## src/verilog/usart_pkg.sv

```systemverilog
// Constants, register map, field positions and state codes of the USART core.
// Assumes a single 20 MHz system clock and an AHB-Lite register port.
//
// Contract
// - Down-counter baud generator, reload on zero/low write
// - Twelve-bit divisor, any value 0 to 4095
// - Transmit clock is baud divided 2/8/16
// - Normal async rate is fosc/16(div+1)
// - Double speed: divide 8, 8 samples
// - Baud generator clocks async and sync master
// - Double speed bit only affects async
// - Four clock modes from sync, direction and double speed
// - Transfer clock pin used only in sync
// - Slave clock synchronised then edge detected
// - Two-entry receive FIFO, each read pops one
// - Error flags and ninth bit queued per entry
// - Shift register holds third char until start
// - Single transmit buffer, frames back to back
// - Receiver flags frame, overrun, parity errors
// - 5 to 9 data, 1/2 stop, parity
// - Three requests: tx done, tx empty, rx done
// - Sync: polarity picks change/sample edges
// - Low start, LSB first, parity, high stop
// - Parity is XOR of data, inverted odd
package usart_pkg;

  ////////////////////////////////////////////////////////////////////////////////
  // Register byte offsets.
  localparam logic [7:0] OFS_DATA = 8'h00;
  localparam logic [7:0] OFS_CSA = 8'h04;
  localparam logic [7:0] OFS_CSB = 8'h08;
  localparam logic [7:0] OFS_CSC = 8'h0c;
  localparam logic [7:0] OFS_BDL = 8'h10;
  localparam logic [7:0] OFS_BDH = 8'h14;

  // Bits of ctrl_status_a.
  localparam int CSA_RXC = 7;
  localparam int CSA_TXC = 6;
  localparam int CSA_UDRE = 5;
  localparam int CSA_FE = 4;
  localparam int CSA_DOR = 3;
  localparam int CSA_PE = 2;
  localparam int CSA_U2X = 1;

  // Bits of the second control register.
  localparam int CSB_RXEN = 4;
  localparam int CSB_TXEN = 3;
  localparam int CSB_CSZ_HI = 2;
  localparam int CSB_RECEIVED_NINTH_BIT = 1;
  localparam int CSB_TXB8 = 0;

  // Bits of ctrl_status_c.
  localparam int CSC_XDIR = 7;
  localparam int CSC_SYNC = 6;
  localparam int CSC_PEN = 5;
  localparam int CSC_PODD = 4;
  localparam int CSC_STOP2 = 3;
  localparam int CSC_CSZ_MSB = 2;
  localparam int CSC_CSZ_LSB = 1;
  localparam int CSC_POL = 0;

  // Receive FIFO entry layout.
  localparam int ENT_FE = 11;
  localparam int ENT_DOR = 10;
  localparam int ENT_PE = 9;
  localparam int ENT_W = 12;

  // Reset values.
  localparam logic [1:0] CSZ_LO_RST = 2'h3;
  localparam logic [11:0] DIV_RST = 12'h000;

  // Character size.
  localparam logic [3:0] NBITS_MIN = 4'h5;
  localparam logic [3:0] NBITS_MAX = 4'h9;

  // Divisors and samples per bit.
  localparam int SPS_NORMAL = 16;
  localparam int SPS_DOUBLE = 8;
  localparam int SPS_SYNC = 2;
  localparam logic [3:0] PH_LAST_NORM = 4'(SPS_NORMAL - 1);
  localparam logic [3:0] PH_LAST_DBL = 4'(SPS_DOUBLE - 1);
  localparam logic [3:0] PH_LAST_SYNC = 4'(SPS_SYNC - 1);
  localparam logic [3:0] PH_HALF_NORM = 4'(SPS_NORMAL / 2 - 1);
  localparam logic [3:0] PH_HALF_DBL = 4'(SPS_DOUBLE / 2 - 1);

  typedef enum logic [4:0] {
    TX_IDLE = 5'h01,
    TX_START = 5'h02,
    TX_DATA = 5'h04,
    TX_PAR = 5'h08,
    TX_STOP = 5'h10
  } tx_state_t;

  typedef enum logic [4:0] {
    RX_IDLE = 5'h01,
    RX_START = 5'h02,
    RX_DATA = 5'h04,
    RX_PAR = 5'h08,
    RX_STOP = 5'h10
  } rx_state_t;

endpackage : usart_pkg

```

## src/verilog/usart_core.sv

```systemverilog
// USART core: AHB-Lite registers, transmitter, receiver and receive FIFO.
// Assumes I_RXD and I_XCK are asynchronous pins and a single bus master.
//
// Implementation choices: the register addresses and register access over AHB-Lite.
`timescale 1ns/100ps
`default_nettype none
module usart_core import usart_pkg::*; (
  input wire logic I_CLK,
  input wire logic I_RST,
  input wire logic I_CE,
  input wire logic I_HSEL,
  input wire logic [31:0] I_HADDR,
  input wire logic [1:0] I_HTRANS,
  input wire logic I_HWRITE,
  input wire logic [2:0] I_HSIZE,
  input wire logic [31:0] I_HWDATA,
  input wire logic I_HREADY,
  input wire logic I_RXD,
  input wire logic I_XCK,
  output logic O_HREADYOUT,
  output logic [31:0] O_HRDATA,
  output logic O_HRESP,
  output logic O_TXD,
  output logic O_XCK,
  output logic O_XCK_OE,
  output logic O_IRQ_RXC,
  output logic O_IRQ_UDRE,
  output logic O_IRQ_TXC
);

  typedef struct packed {
    logic [1:0] rxd_sync;
    logic ap_write;
    logic rd_wait;
    logic [7:0] ap_addr;
    logic [31:0] rdata;
    logic u2x;
    logic txc;
    logic rx_en;
    logic tx_en;
    logic csz_hi;
    logic tx_b8;
    logic xck_dir;
    logic sync_sel;
    logic par_en;
    logic par_odd;
    logic stop2;
    logic [1:0] csz_lo;
    logic cpol;
    logic [11:0] div;
    logic div_reload;
    tx_state_t tx_st;
    logic tx_buf_v;
    logic [8:0] tx_buf;
    logic [8:0] tx_sh;
    logic tx_par;
    logic [3:0] tx_bi;
    logic tx_sb;
    logic txd;
    rx_state_t rx_st;
    logic [3:0] rx_ph;
    logic [3:0] rx_bi;
    logic [8:0] rx_sh;
    logic rx_par;
    logic rx_pe;
    logic rx_pend;
    logic [ENT_W-1:0] rx_pend_w;
    logic ovr_pend;
    logic [1:0][ENT_W-1:0] fifo;
    logic rd_ptr;
    logic [1:0] cnt;
  } state_t;

  state_t q;
  state_t d;
  logic tx_tick;
  logic rx_tick;
  logic rx_sample;
  logic xck_out;
  logic taken;
  logic [31:0] wd;
  logic [7:0] rd;
  logic [ENT_W-1:0] head;
  logic [3:0] nbits;
  logic [8:0] mask;
  logic s;
  logic bit_now;
  logic start_ok;
  logic [3:0] ph_last;
  logic [3:0] ph_half;
  logic [1:0] cnt_t;
  logic frame_done;
  logic [ENT_W-1:0] word;

  ////////////////////////////////////////////////////////////////////////////////
  // Clock generation.
  // Mode and clock source select.
  usart_clock_gen u_clock_gen (
    .i_clk(I_CLK),
    .i_rst(I_RST),
    .i_ce(I_CE),
    .i_div(q.div),
    .i_div_reload(q.div_reload),
    .i_sync_sel(q.sync_sel),
    .i_double_speed(q.u2x),
    .i_xck_master(q.xck_dir),
    .i_clock_polarity(q.cpol),
    .i_xck(I_XCK),
    .o_xck(xck_out),
    .o_tx_tick(tx_tick),
    .o_rx_tick(rx_tick),
    .o_rx_sample(rx_sample)
  );

  ////////////////////////////////////////////////////////////////////////////////
  always_comb begin
    d = q;
    wd = I_HWDATA;
    rd = 8'h00;
    nbits = q.csz_hi ? NBITS_MAX : (NBITS_MIN + {2'h0, q.csz_lo});
    mask = 9'h1ff >> (NBITS_MAX - nbits);
    head = q.fifo[q.rd_ptr];
    d.rxd_sync = {q.rxd_sync[0], I_RXD};
    s = q.rxd_sync[1];
    d.div_reload = 1'b0;
    frame_done = 1'b0;
    word = '0;
    start_ok = 1'b0;

    // Bus: data phase of a write.
    if (q.ap_write) begin
      unique case (q.ap_addr)
        OFS_DATA: begin
          if (q.tx_en && !q.tx_buf_v) begin
            d.tx_buf = {q.tx_b8, wd[7:0]};
            d.tx_buf_v = 1'b1;
          end
        end
        OFS_CSA: begin
          d.u2x = wd[CSA_U2X];
          if (wd[CSA_TXC]) begin
            d.txc = 1'b0;
          end
        end
        OFS_CSB: begin
          d.rx_en = wd[CSB_RXEN];
          d.tx_en = wd[CSB_TXEN];
          d.csz_hi = wd[CSB_CSZ_HI];
          d.tx_b8 = wd[CSB_TXB8];
        end
        OFS_CSC: begin
          d.xck_dir = wd[CSC_XDIR];
          d.sync_sel = wd[CSC_SYNC];
          d.par_en = wd[CSC_PEN];
          d.par_odd = wd[CSC_PODD];
          d.stop2 = wd[CSC_STOP2];
          d.csz_lo = wd[CSC_CSZ_MSB:CSC_CSZ_LSB];
          d.cpol = wd[CSC_POL];
        end
        OFS_BDL: begin
          d.div[7:0] = wd[7:0];
          d.div_reload = 1'b1;
        end
        OFS_BDH: begin
          d.div[11:8] = wd[3:0];
        end
        default: begin
        end
      endcase
    end

    // Bus: wait cycle of a read.
    cnt_t = q.cnt;
    if (q.rd_wait) begin
      unique case (q.ap_addr)
        OFS_DATA: begin
          rd = head[7:0];
          if (q.cnt != 2'h0) begin
            d.rd_ptr = ~q.rd_ptr;
            cnt_t = q.cnt - 2'h1;
          end
        end
        OFS_CSA: begin
          rd[CSA_RXC] = (q.cnt != 2'h0);
          rd[CSA_TXC] = q.txc;
          rd[CSA_UDRE] = ~q.tx_buf_v;
          rd[CSA_FE] = head[ENT_FE];
          rd[CSA_DOR] = head[ENT_DOR];
          rd[CSA_PE] = head[ENT_PE];
          rd[CSA_U2X] = q.u2x;
        end
        OFS_CSB: begin
          rd[CSB_RXEN] = q.rx_en;
          rd[CSB_TXEN] = q.tx_en;
          rd[CSB_CSZ_HI] = q.csz_hi;
          rd[CSB_RECEIVED_NINTH_BIT] = head[8];
          rd[CSB_TXB8] = q.tx_b8;
        end
        OFS_CSC: begin
          rd = {q.xck_dir, q.sync_sel, q.par_en, q.par_odd, q.stop2, q.csz_lo, q.cpol};
        end
        OFS_BDL: begin
          rd = q.div[7:0];
        end
        OFS_BDH: begin
          rd = {4'h0, q.div[11:8]};
        end
        default: begin
        end
      endcase
      d.rdata = {24'h000000, rd};
    end

    // Bus: address phase.
    taken = I_HSEL && I_HTRANS[1] && I_HREADY && (I_HSIZE == 3'h2);
    d.ap_write = taken && I_HWRITE;
    d.rd_wait = taken && !I_HWRITE;
    if (taken) begin
      d.ap_addr = I_HADDR[7:0];
    end

    ////////////////////////////////////////////////////////////////////////////
    // Transmitter.
    if (!q.tx_en) begin
      d.tx_st = TX_IDLE;
      d.txd = 1'b1;
    end else if (tx_tick) begin
      unique case (q.tx_st)
        TX_IDLE, TX_STOP: begin
          if (q.tx_st == TX_STOP && q.stop2 && !q.tx_sb) begin
            d.tx_sb = 1'b1;
          end else if (d.tx_buf_v) begin
            d.txd = 1'b0;
            d.tx_sh = d.tx_buf & mask;
            d.tx_par = (^(d.tx_buf & mask)) ^ q.par_odd;
            d.tx_buf_v = 1'b0;
            d.tx_st = TX_START;
          end else begin
            d.txd = 1'b1;
            d.tx_st = TX_IDLE;
            if (q.tx_st == TX_STOP) begin
              d.txc = 1'b1;
            end
          end
        end
        TX_START: begin
          d.txd = q.tx_sh[0];
          d.tx_sh = q.tx_sh >> 1;
          d.tx_bi = 4'h1;
          d.tx_st = TX_DATA;
        end
        TX_DATA: begin
          if (q.tx_bi < nbits) begin
            d.txd = q.tx_sh[0];
            d.tx_sh = q.tx_sh >> 1;
            d.tx_bi = q.tx_bi + 4'h1;
          end else if (q.par_en) begin
            d.txd = q.tx_par;
            d.tx_st = TX_PAR;
          end else begin
            d.txd = 1'b1;
            d.tx_sb = 1'b0;
            d.tx_st = TX_STOP;
          end
        end
        TX_PAR: begin
          d.txd = 1'b1;
          d.tx_sb = 1'b0;
          d.tx_st = TX_STOP;
        end
      endcase
    end

    ////////////////////////////////////////////////////////////////////////////
    // Receiver.
    // States per bit.
    ph_last = q.sync_sel ? PH_LAST_SYNC : (q.u2x ? PH_LAST_DBL : PH_LAST_NORM);
    ph_half = q.u2x ? PH_HALF_DBL : PH_HALF_NORM;
    bit_now = q.sync_sel ? (rx_tick & rx_sample) : (rx_tick && q.rx_ph == ph_last);
    if (!q.rx_en) begin
      d.rx_st = RX_IDLE;
    end else if (rx_tick) begin
      unique case (q.rx_st)
        RX_IDLE: begin
          if (!s && (!q.sync_sel || rx_sample)) begin
            d.rx_ph = 4'h0;
            d.rx_st = RX_START;
            start_ok = q.sync_sel;
          end
        end
        RX_START: begin
          if (q.rx_ph == ph_half) begin
            d.rx_st = s ? RX_IDLE : RX_DATA;
            start_ok = ~s;
            d.rx_ph = 4'h0;
          end else begin
            d.rx_ph = q.rx_ph + 4'h1;
          end
        end
        RX_DATA, RX_PAR, RX_STOP: begin
          d.rx_ph = bit_now ? 4'h0 : q.rx_ph + 4'h1;
          if (bit_now && q.rx_st == RX_DATA) begin
            d.rx_sh[q.rx_bi] = s;
            d.rx_par = q.rx_par ^ s;
            d.rx_bi = q.rx_bi + 4'h1;
            if (q.rx_bi == nbits - 4'h1) begin
              d.rx_st = q.par_en ? RX_PAR : RX_STOP;
            end
          end else if (bit_now && q.rx_st == RX_PAR) begin
            d.rx_pe = s ^ q.rx_par ^ q.par_odd;
            d.rx_st = RX_STOP;
          end else if (bit_now) begin
            frame_done = 1'b1;
            word = {~s, q.ovr_pend, q.rx_pe, q.rx_sh};
            d.ovr_pend = 1'b0;
            d.rx_st = RX_IDLE;
          end
        end
      endcase
    end
    if (start_ok) begin
      d.rx_st = RX_DATA;
      d.rx_sh = 9'h000;
      d.rx_bi = 4'h0;
      d.rx_par = 1'b0;
      d.rx_pe = 1'b0;
      if (q.rx_pend) begin
        d.rx_pend = 1'b0;
        d.ovr_pend = 1'b1;
      end
    end

    // Receive FIFO.
    if (d.rx_pend && cnt_t != 2'h2) begin
      d.fifo[d.rd_ptr ^ cnt_t[0]] = q.rx_pend_w;
      cnt_t = cnt_t + 2'h1;
      d.rx_pend = 1'b0;
    end
    if (frame_done) begin
      if (cnt_t != 2'h2) begin
        d.fifo[d.rd_ptr ^ cnt_t[0]] = word;
        cnt_t = cnt_t + 2'h1;
      end else begin
        d.rx_pend = 1'b1;
        d.rx_pend_w = word;
      end
    end
    d.cnt = cnt_t;
  end

  always_ff @(posedge I_CLK) begin
    if (I_RST) begin
      q <= '0;
      q.txd <= 1'b1;
      q.csz_lo <= CSZ_LO_RST;
      q.div <= DIV_RST;
      q.tx_st <= TX_IDLE;
      q.rx_st <= RX_IDLE;
      q.rxd_sync <= 2'h3;
    end else if (I_CE) begin
      q <= d;
    end
  end

  ////////////////////////////////////////////////////////////////////////////////
  assign O_HREADYOUT = ~q.rd_wait;
  assign O_HRDATA = q.rdata;
  assign O_HRESP = 1'b0;
  assign O_TXD = q.txd;
  // Pin driven only in sync master.
  assign O_XCK = xck_out;
  assign O_XCK_OE = q.sync_sel & q.xck_dir;
  assign O_IRQ_RXC = (q.cnt != 2'h0);
  assign O_IRQ_UDRE = ~q.tx_buf_v;
  assign O_IRQ_TXC = q.txc;

endmodule : usart_core
`default_nettype wire

```

## src/verilog/usart_clock_gen.sv

```systemverilog
// Baud generator, transmit prescaler and transfer clock logic of the USART.
// Assumes the transfer clock input comes straight from a pin.
`timescale 1ns/100ps
`default_nettype none
module usart_clock_gen import usart_pkg::*; (
  input wire logic i_clk,
  input wire logic i_rst,
  input wire logic i_ce,
  input wire logic [11:0] i_div,
  input wire logic i_div_reload,
  input wire logic i_sync_sel,
  input wire logic i_double_speed,
  input wire logic i_xck_master,
  input wire logic i_clock_polarity,
  input wire logic i_xck,
  output logic o_xck,
  output logic o_tx_tick,
  output logic o_rx_tick,
  output logic o_rx_sample
);

  typedef struct packed {
    logic [11:0] cnt;
    logic [3:0] pre;
    logic transfer_clock_pin;
    logic [2:0] xs;
  } cg_state_t;

  cg_state_t q;
  cg_state_t d;
  logic baud;
  logic rise;
  logic fall;
  logic tx_async;
  logic [3:0] pre_last;

  ////////////////////////////////////////////////////////////////////////////////
  always_comb begin
    d = q;
    baud = (q.cnt == 12'h000);
    if (i_div_reload || baud) begin
      d.cnt = i_div;
    end else begin
      d.cnt = q.cnt - 12'h001;
    end
    d.xs = {q.xs[1:0], i_xck};
    if (i_sync_sel && i_xck_master && baud) begin
      d.transfer_clock_pin = ~q.transfer_clock_pin;
    end
    rise = i_xck_master ? (baud & ~q.transfer_clock_pin) : (q.xs[1] & ~q.xs[2]);
    fall = i_xck_master ? (baud & q.transfer_clock_pin) : (~q.xs[1] & q.xs[2]);
    pre_last = i_double_speed ? PH_LAST_DBL : PH_LAST_NORM;
    tx_async = baud && (q.pre >= pre_last);
    if (baud) begin
      d.pre = tx_async ? 4'h0 : q.pre + 4'h1;
    end
    o_tx_tick = i_sync_sel ? (i_clock_polarity ? fall : rise) : tx_async;
    o_rx_tick = i_sync_sel ? (rise | fall) : baud;
    o_rx_sample = i_sync_sel & (i_clock_polarity ? rise : fall);
    o_xck = q.transfer_clock_pin;
  end

  always_ff @(posedge i_clk) begin
    if (i_rst) begin
      q <= '0;
    end else if (i_ce) begin
      q <= d;
    end
  end

endmodule : usart_clock_gen
`default_nettype wire

```

## config.mk

```make
export PLATFORM = sky130hd
export DESIGN_NAME = usart_core
export DESIGN_NICKNAME = d
export VERILOG_FILES = /design/src/verilog/usart_pkg.sv /design/src/verilog/usart_core.sv /design/src/verilog/usart_clock_gen.sv
export SDC_FILE = /design/constraint.sdc
export NUM_CORES = 1
export LEC_CHECK = 0
export BUFFER_PORTS_ARGS = -buffer_cell sky130_fd_sc_hd__buf_4
export CAP_MARGIN = 20
export CORE_UTILIZATION = 53
export CTS_CLUSTER_SIZE = 28
export DETAILED_ROUTE_END_ITERATION = 10
export GPL_TIMING_DRIVEN = 1
export PLACE_DENSITY = 0.77
export REMOVE_ABC_BUFFERS = 1
export SLEW_MARGIN = 40
export SYNTH_ARGS = -nofsm -noshare
export SYNTH_HDL_FRONTEND = slang
export SYNTH_SLANG_ARGS = --single-unit
export TNS_END_PERCENT = 5
```

## constraint.sdc

```tcl
create_clock -name I_CLK -period 3.2 [get_ports I_CLK]
set_input_delay 0.16 -clock I_CLK [delete_from_list [all_inputs] [get_ports I_CLK]]
set_output_delay 0.16 -clock I_CLK [all_outputs]
set_load 0.01 [all_outputs]
```

# After elaboration in Yosys (flattened, before gate mapping)
# Cells that the tools add are included.
dict set report totals {
  ff_bits 163
  mem_count 0
  elab_cells 315
  romBits 0
  latchBits 0
  ram_bits 0
  output_inout_bits 40
}
dict set report classes {
  n_div 0
  order_cmp 9
  muxes 128
  n_bitwise 23
  n_shift 1
  mul 0
  n_reduce_logical 60
  n_eq_ne 37
  n_addsub 11
}
# cell count
set ops {}
lappend ops {{two-way mux 12 bit} 11}
lappend ops {{two-way mux 24 bit} 4}
lappend ops {{one-hot mux 9 bit (3 select lines)} 2}
lappend ops {{two-way mux 1 bit} 51}
lappend ops {{two-way mux 10 bit} 5}
lappend ops {{two-way mux 5 bit} 10}
lappend ops {{bitwise mux 24 bit} 2}
lappend ops {{two-way mux 4 bit} 9}
lappend ops {{two-way mux 15 bit} 2}
lappend ops {{two-way mux 9 bit} 3}
lappend ops {{two-way mux 13 bit} 2}
lappend ops {{two-way mux 26 bit} 1}
lappend ops {{demux 12 bit (select 1 bit)} 2}
lappend ops {{one-hot mux 4 bit (6 select lines)} 1}
lappend ops {{AND reduction 3 bit} 7}
lappend ops {{!= test 2 bit (second input constant)} 10}
lappend ops {{one-hot mux 5 bit (4 select lines)} 1}
lappend ops {{logical AND 1 bit} 19}
lappend ops {{AND reduction 6 bit} 3}
lappend ops {{adder 4 x 1 -> 4 bit (second input constant)} 4}
lappend ops {{equality test 8 x 4 -> 1 bit (second input constant)} 2}
lappend ops {{equality test 8 x 5 -> 1 bit (second input constant)} 2}
lappend ops {{two-way mux 16 bit} 1}
lappend ops {{two-way mux 14 bit} 1}
lappend ops {{other kinds (58)} 114}

# Longest topological paths before layout
# Gate-level depths: netlist (run 1).
dict set report logic_depth {
  word_depth 24
  mapped_depth 16
  depth_no_buf 13
}

# Cells and area by module
# Synthesis (run 1) repeated with hierarchy kept, for this count alone.
dict set report hier_totals {
  hier_cells 1132
  hier_area_um2 9108.7
}
# module area_per_inst_um2 n_inst cells_per_inst
set by_module_without_submodules {}
lappend by_module_without_submodules {usart_core 7747.4 1 962}
lappend by_module_without_submodules {usart_clock_gen 1361.3 1 170}

# Worst setup path after synthesis (run 1)
# Ideal clock, no wire load.
dict set report synth_path {
  path_kind {register to register}
  from {register u_clock_gen.q[8] (netlist bit)}
  to {register q[32] (netlist bit)}
  stages_incl_launch_ff 14
  synth_period_minus_slack_ns 3.338
  slack_ns -0.138
  t_required_ns 3.072
  arrival_ns 3.211
  n_path_buf 2
  setup_time_ns 0.128
  path_cell_list {dfxtp_1 -> inv_1 -> ha_1 -> nor4b_2 -> a31oi_1 -> o32a_1 -> o311a_1 -> buf_6 -> xor2_1 -> ha_1 -> o2111ai_1 -> clkbuf_1 -> mux2i_1 -> nor2_1}
}
dict set report synth_between {
  elab_chain_len 17
  word_cells_on_any_way 38
}
# element line_no
set synth_lines {}
lappend synth_lines {{from (decl)} usart_clock_gen.sv:29} ;# cg_state_t q;
lappend synth_lines {{from (signal assigned)} usart_clock_gen.sv:65} ;# q <= '0;
lappend synth_lines {{from (signal assigned)} usart_clock_gen.sv:67} ;# q <= d;
lappend synth_lines {{zero test 12 bit *} usart_clock_gen.sv:40} ;# baud = (q.cnt == 12'h000);
lappend synth_lines {{AND 1 bit (on tied branches)} {usart_clock_gen.sv:51, usart_clock_gen.sv:50}}
lappend synth_lines {{two-way mux 1 bit (on tied branches)} {usart_clock_gen.sv:51, usart_clock_gen.sv:50}}
lappend synth_lines {{two-way mux 1 bit} usart_clock_gen.sv:59} ;# o_rx_sample = i_sync_sel & (i_clock_polarity ? rise : fall);
lappend synth_lines {{AND 1 bit} usart_clock_gen.sv:59}
lappend synth_lines {{logical OR 1 bit} usart_core.sv:285} ;# if (!s && (!q.sync_sel || rx_sample)) begin
lappend synth_lines {{logical AND 1 bit} usart_core.sv:285}
lappend synth_lines {{two-way mux 1 bit} usart_core.sv:285}
lappend synth_lines {{one-hot mux 1 bit (2 select lines)} usart_core.sv:283} ;# unique case (q.rx_st)
lappend synth_lines {{two-way mux 1 bit} usart_core.sv:282} ;# end else if (rx_tick) begin
lappend synth_lines {{two-way mux 1 bit} usart_core.sv:280} ;# if (!q.rx_en) begin
lappend synth_lines {{two-way mux 16 bit} usart_core.sv:321} ;# if (start_ok) begin
lappend synth_lines {{logical AND 1 bit} usart_core.sv:334} ;# if (d.rx_pend && cnt_t != 2'h2) begin
lappend synth_lines {{two-way mux 2 bit} usart_core.sv:334}
lappend synth_lines {{!= test 2 bit} usart_core.sv:340} ;# if (cnt_t != 2'h2) begin
lappend synth_lines {{inverter 1 bit (no line)} -}
lappend synth_lines {{AND reduction 3 bit (no line)} -}
lappend synth_lines {{to (decl)} usart_core.sv:74} ;# state_t q;
# Mark *: on every way between the ends. The rest lies on a longest branch, timed or not.
# A chain may end at the register's enable or synchronous reset.

# Worst setup path after layout (run 1)
dict set report layout_path {
  from {register u_clock_gen.q[8] (netlist bit)}
  to {register q[14] (netlist bit)}
}
dict set report layout_between {
  elab_chain_len 22
  word_cells_on_any_way 46
}
# element line_no
set layout_lines {}
lappend layout_lines {{zero test 12 bit *} usart_clock_gen.sv:40}
lappend layout_lines {{AND 1 bit (on tied branches)} {usart_clock_gen.sv:51, usart_clock_gen.sv:50}}
lappend layout_lines {{two-way mux 1 bit (on tied branches)} {usart_clock_gen.sv:51, usart_clock_gen.sv:50}}
lappend layout_lines {{two-way mux 1 bit} usart_clock_gen.sv:59}
lappend layout_lines {{AND 1 bit} usart_clock_gen.sv:59}
lappend layout_lines {{logical OR 1 bit} usart_core.sv:285}
lappend layout_lines {{logical AND 1 bit} usart_core.sv:285}
lappend layout_lines {{two-way mux 1 bit} usart_core.sv:285}
lappend layout_lines {{[6 not listed]} -}
lappend layout_lines {{bitwise XOR 1 bit} usart_core.sv:341} ;# d.fifo[d.rd_ptr ^ cnt_t[0]] = word;
lappend layout_lines {{less-than comparator 1 x 2 -> 1 bit (implied by the code) or >= comparator 1 bit (tied branches)} usart_core.sv:341}
lappend layout_lines {{logical AND 1 bit (implied by the code)} usart_core.sv:341}
lappend layout_lines {{two-way mux 12 bit (implied by the code)} usart_core.sv:341}
lappend layout_lines {{demux 12 bit (select 1 bit)} usart_core.sv:341}
lappend layout_lines {{bitwise mux 24 bit} usart_core.sv:341}
lappend layout_lines {{two-way mux 24 bit} usart_core.sv:340}
lappend layout_lines {{two-way mux 24 bit *} usart_core.sv:339} ;# if (frame_done) begin
# Marked as above.

==> results of run 1 <==
what timing repair did:
item / 4_1_cts / 5_1_grt
hold buffers: 11 / 0
endpoints found under the hold margin: 11 / 0
endpoints found under the setup margin: 27 / 41
pin swaps: 1 / 5
buffers inserted: 0 / 3
cloned: 0 / 0
gates resized for setup: 4 / 18
metrics by stage:
step,utilization,setup slack [ns],hold WS (ns)
after floorplan,-,-0.357,0.229
after global placement,0.592,0.00646,0.373
after detailed placement,0.592,-0.0435,0.372
after CTS,0.632,0.00384,0.00668
after global routing,0.638,-0.0549,0.0276
final,0.638,0.0779,0.0112
cells in the mapped netlist (all sizes together) (13+ instances only):
cell    count
dfxtp     163
nor2      124
nand2      87
mux2i      82
a21oi      80
clkbuf     55
buf        44
inv        37
nor3       36
o21ai      34
nand3      28
nor2b      27
ha         24
o221a      23
nand2b     14
xor2       14
o31ai      13
power by group through the flow:
stage	registers, mW	clock network (mW)	logic [mW]
2_1_floorplan	2.22	0	0.704
3_3_place_gp	2.21	0	1.15
3_5_place_dp	2.21	0	1.17
4_1_cts	2.16	1.97	1.19
5_1_grt	2.18	2.06	1.37
6_report	2.16	1.96	1.24
how the worst max path moves through the flow:
stage / from / endpoint / slack [ns] / cells after the start
final: u_clock_gen.q[8] / q[14] / 0.08 / 12
after global routing: u_clock_gen.q[9] / q[14] / -0.05 / 13
after CTS: u_clock_gen.q[8] / q[15] / 0.004 / 13
after detailed placement: q[156] / q[14] / -0.04 / 13
after global placement: q[111] / q[62] / 0.006 / 12
after floorplan: q[157] / q[28] / -0.36 / 12
routing by layer:
| metal | up-vias | wire length [um] |
|---|---|---|
| li1 | 4054 | - |
| met1 | 4013 | 10600 |
| met2 | 346 | 11400 |
| met3 | 69 | 1690 |
| met4 | 0 | 832 |
| met5 | - | 0 |
final cells by class:
type                    instances  area (sq um)  area share
repair buffers                129          1010      0.0939
flip-flops and latches        163          3270       0.304
clock inverters                13           115      0.0107
inverters                      37           139      0.0129
well taps                     220           275      0.0256
clock buffers                  19           443      0.0413
multi-input cells             820          5490       0.511
cell families after synthesis:
group                    share of synthesized area
buffers and inverters                       0.0719
AND/OR/NAND/NOR                              0.221
XOR/XNOR                                    0.0286
adder cells (fa/ha/maj)                     0.0325
AO/OA/AOI/OAI                                0.193
flip-flops                                   0.353
multiplexers                                0.0998
other                                     0.000406
state kept, by name, indices dropped and copies added (netlist names):
name               cells
q                    132
u_clock_gen.o_xck      1
O_TXD                  1
O_HRDATA               8
d                      1
O_IRQ_TXC              1
u_clock_gen.q         17
u_clock_gen.d          2
critical path: cells and delay by family (launching register included):
| kind | cells | cell delay, ns |
|---|---|---|
| fa+ha+maj | 2 | 0.42 |
| simple gates | 1 | 0.26 |
| flops | 1 | 0.31 |
| mux | 1 | 0.22 |
| compound gates | 6 | 1.68 |
| buf+inv | 2 | 0.13 |
==> results.toml, run 1 <==
[synth]
synth_seq_cells = 163
ys.flop_type = "dfxtp_1"
synth_edf_count = 0
yosysWarnings = 0
synth_area_leaders = "dfxtp_1 (35%), mux2i_1 (8.9%), nor2_1 (5.0%)"
synth.cell_area_sq_um = 9240
yosysTopAreaCell = "dfxtp_1"
syn_avg_cell_area_sq_um = 8.44
async_flop_share = 0
yosysTopAreaCellShare = 0.353
syn-instance-count = 1095
synthDistinctLibCells = 85
synth_seq_area_share = 0.353

[pwr]
p_int_mw = 3.66
seqPwrFrac = 0.404
sw_frac_of_total = 0.318
power_density_nw_per_um2 = 500
irDropWorstVdd_v = 0.000376
power_mw = 5.36
power_frac_comb = 0.230
p_sw_mw = 1.70
power_leakage_nw = 4.24
clkPwrFrac = 0.366

[min_path]
min_to = "q[86]"
hold_path_depth = 3
hp-class = "in -> reg"
hold_start = "I_HWDATA[5]"

[grt]
met3_usage = 0.0495
grt_first_pass_wirelength_um = 39400
grt_pass1_vias = 7764
busiest_layer = "met2"
use_met1 = 0.357
grt_max_degree = 77
antenna_found_initial = 0
overflow = 0
grt_usage = 0.276
use_met2 = 0.447

[place]
port_buffers = 42
dpl.cell_count = 1355
place.detailed.hpwl_um = 17200
placed_cell_area_sq_um = 9960
place.gp.congestion = 0.932

[sta]
fin_crit_sh = 0.976
max_freq_mhz = 320
tns_ns = 0
hold_violations = 0
fin_skew_ns = 0.0113
worst_pin_slew_ns = 0.798
finalCriticalPeriod_ns = 3.12
rsz0062_at_grt = "yes"
slew_headroom = 0.468
setup_viol = 0
slew_viol_final = 0

[setup_path]
start_kind = "register"
end_kind = "register"
worstPathCellList = "inv_1, ha_2, nor4b_4, a31oi_2, o32a_1, o311a_1, mux2i_1, ha_2, inv_1, a21o_1, a31o_4, o221a_2"
r2r-start = "u_clock_gen.q[8]"
slowest_delay_ns = 0.39
worstPathArrival_ns = 3.45
critical_path_class = "reg -> reg"
ff2ff_setup_slack_ns = 0.08
critPathMaxFanout = 12
r2r-end = "q[14]"
cp_data_required_time_ns = 3.53
slowest_stage = "o32a_1"
r2r_cells = 12

[final_layout]
stdcell_area_sq_um = 10700
drive_gt1_frac = 0.169
layout_commonest_cell = "dfxtp_1"
syn_to_final_growth_pct = 16.2
fin_cells = 1401
fillers = 1415
num_antenna_cells = 0
final_nets = 1269
final_cell_mix = "dfxtp_1 (160), nor2_1 (123), buf_4 (117), nand2_1 (87), mux2i_1 (81)"

[flow_run]
maxCapViolations = 0

[clock_tree]
numClockSinks = 163
clkSlewWorstSetupHoldPaths_ns = 0.07
cts_tree = "yes"
cts-root-buf = "clkbuf_16"
clock_latency_ns = 0.44
cts_buffers = 17
cts_buffer_depth = 2
htree_levels = 4

[die]
dieWidth_um = 134
die_h_um = 134
core_area_sq_um = 16800
num_rows = 47
die-area_sq_um = 18000
ios = 117
start_util = 0.549

[drt]
drc = 0
wl_um = 24600
vias = 8482
drt_iter0_markers = 666
antenna_left = 0
vias_per_cell = 6.05
drt_first_pass_iters = 6
wl_per_cell_um = 17.5

[run_status]
run_status = "completed"
No activity file was read; power rests on OpenSTA's default activity.
==> run 2: changes to the inputs <==
- PLACE_DENSITY: 0.77 -> 0.76
==> run 2 against run 1 <==
- wire length up 2.9%
- sequential cell count unchanged
- non-clock buffer count down 3
- cell area up 0.24%
- utilization up 0.16 points
- critical path depth up 1
- sequential power about the same
- worst hold slack worse by 0.0029 ns
- via count about the same
- count of clock-buffer cells in the layout down 1
- die area unchanged
- combinational power about the same
- critical path type unchanged
==> results.toml, run 2 (same netlist as run 1, synthesis figures left out) <==
[setup_path]
critical_path_class = "reg -> reg"
r2r-start = "q[156]"
worstPathArrival_ns = 3.48
start_kind = "register"
critPathMaxFanout = 6
crit_start = "q[156]"
end_kind = "register"
cp_data_required_time_ns = 3.53

[drt]
drt_iter0_markers = 633
drt_first_pass_iters = 7
wl_um = 25300
vias_per_cell = 6.07
wl_per_cell_um = 18.1
vias = 8486
drc = 0
antenna_left = 0

[sta]
setup_viol = 0
hold_slack_ns = 0.00826
tns_ns = 0
max_freq_mhz = 317
fin_skew_ns = 0.0145
worst_slack_ns = 0.0475
worst_pin_slew_ns = 0.779
slew_viol_final = 0
slew_headroom = 0.474
finalCriticalPeriod_ns = 3.15
hold_violations = 0
fin_crit_sh = 0.985

[pwr]
power_density_nw_per_um2 = 494
power_leakage_nw = 4.25
seqPwrFrac = 0.408
irDropWorstVdd_v = 0.000396
clkPwrFrac = 0.360
sw_frac_of_total = 0.318
power_frac_comb = 0.232
p_int_mw = 3.63
p_sw_mw = 1.69

[final_layout]
drive_gt1_frac = 0.169
num_antenna_cells = 0
largest_register = "q"
final_nets = 1268
stdcell_area_sq_um = 10800
largest_reg_flops = 132
layout_commonest_cell = "dfxtp_1"
final_core_util = 0.640
final_cell_mix = "dfxtp_1 (162), nor2_1 (122), buf_4 (114), nand2_1 (87), mux2i_1 (81)"
syn_to_final_growth_pct = 16.5

[grt]
use_met1 = 0.363
overflow = 0
grt_first_pass_wirelength_um = 40300
busiest_layer = "met2"
grt_max_degree = 71
met3_usage = 0.0567
antenna_found_initial = 0
grt_pass1_vias = 7874
use_met2 = 0.461
grt_usage = 0.283

[run_status]
run_status = "completed"

[die]
dieWidth_um = 134
die-area_sq_um = 18000
start_util = 0.549
num_rows = 47
ios = 117
core_area_sq_um = 16800
die_h_um = 134

[clock_tree]
numClockSinks = 163
cts_buffer_depth = 2
cts_tree = "yes"
cts-root-buf = "clkbuf_16"
htree_levels = 4
clock_latency_ns = 0.44
clkSlewWorstSetupHoldPaths_ns = 0.07
cts_buffers = 17

[min_path]
hp-class = "in -> reg"
hold_start = "I_HADDR[1]"

[place]
port_buffers = 42
placed_cell_area_sq_um = 9970
place.detailed.hpwl_um = 17500
post-place-ws_ns = -0.0167
place.gp.congestion = 0.905

[flow_run]
maxCapViolations = 0
==> run 2: repair_timing <==
action                     4_1_cts  5_1_grt
setup endpoints to repair       24       41
cloned                           0        2
hold buffers                    10        0
setup buffers                    0        2
gates resized for setup          4       23
hold endpoints to repair        10        0
pin swaps                        0        8
==> run 2: final cells by class <==
| class | count | area, sq um |
|---|---|---|
| Fill cell | 1391 | 6060 |
| Timing Repair Buffer | 126 | 996 |
| Inverter | 37 | 139 |
| Clock inverter | 13 | 104 |
| Sequential cell | 163 | 3260 |
| Multi-Input combinational cell | 822 | 5550 |
| Tap cell | 220 | 275 |
| Clock buffer | 18 | 439 |
==> run 2: stage by stage <==
| step | std cells | power [mW] |
|---|---|---|
| 6_report | 1399 | 5.32 |
| 5_1_grt | 1399 | 5.55 |
| 4_1_cts | 1395 | 5.27 |
| 3_5_place_dp | 1354 | 3.36 |
| 3_3_place_gp | 1354 | 3.34 |
| 2_1_floorplan | 1020 | 2.92 |
==> run 2: critical path: stages (launching register included) <==
cell and delay, ns:
dfxtp_1 0.35, nor4_4 0.30, nand3_2 0.17, nor3b_1 0.20
a21oi_1 0.11, ha_1 0.24, inv_1 0.10, o311a_4 0.24
mux2i_2 0.27, ha_2 0.23, inv_1 0.06, a21o_4 0.23
a31o_4 0.28, o221a_2 0.27
==> run 2: routing by layer <==
metal  up-vias  part of all wire
met5         -                 0
met1      4044              0.43
li1       4060                 -
met2       332              0.47
met3        50             0.063
met4         0             0.031
==> run 2: path summary, 6_finish.rpt <==
path,slack [ns],endpoint,cells past startpoint
hold reg to reg,0.45,q[166],1
setup reg to reg,0.05,q[14],13
setup / recovery,0.05,q[14],13
hold / removal,0.008,q[156],3
==> run 2: power by group through the flow <==
| stage | sequential (mW) | clock (mW) | combinational [mW] |
|---|---|---|---|
| global route | 2.18 | 2.02 | 1.35 |
| CTS | 2.17 | 1.93 | 1.18 |
| finish | 2.17 | 1.91 | 1.23 |
| detailed placement | 2.21 | 0 | 1.15 |
| global placement | 2.21 | 0 | 1.13 |
| floorplan | 2.22 | 0 | 0.704 |
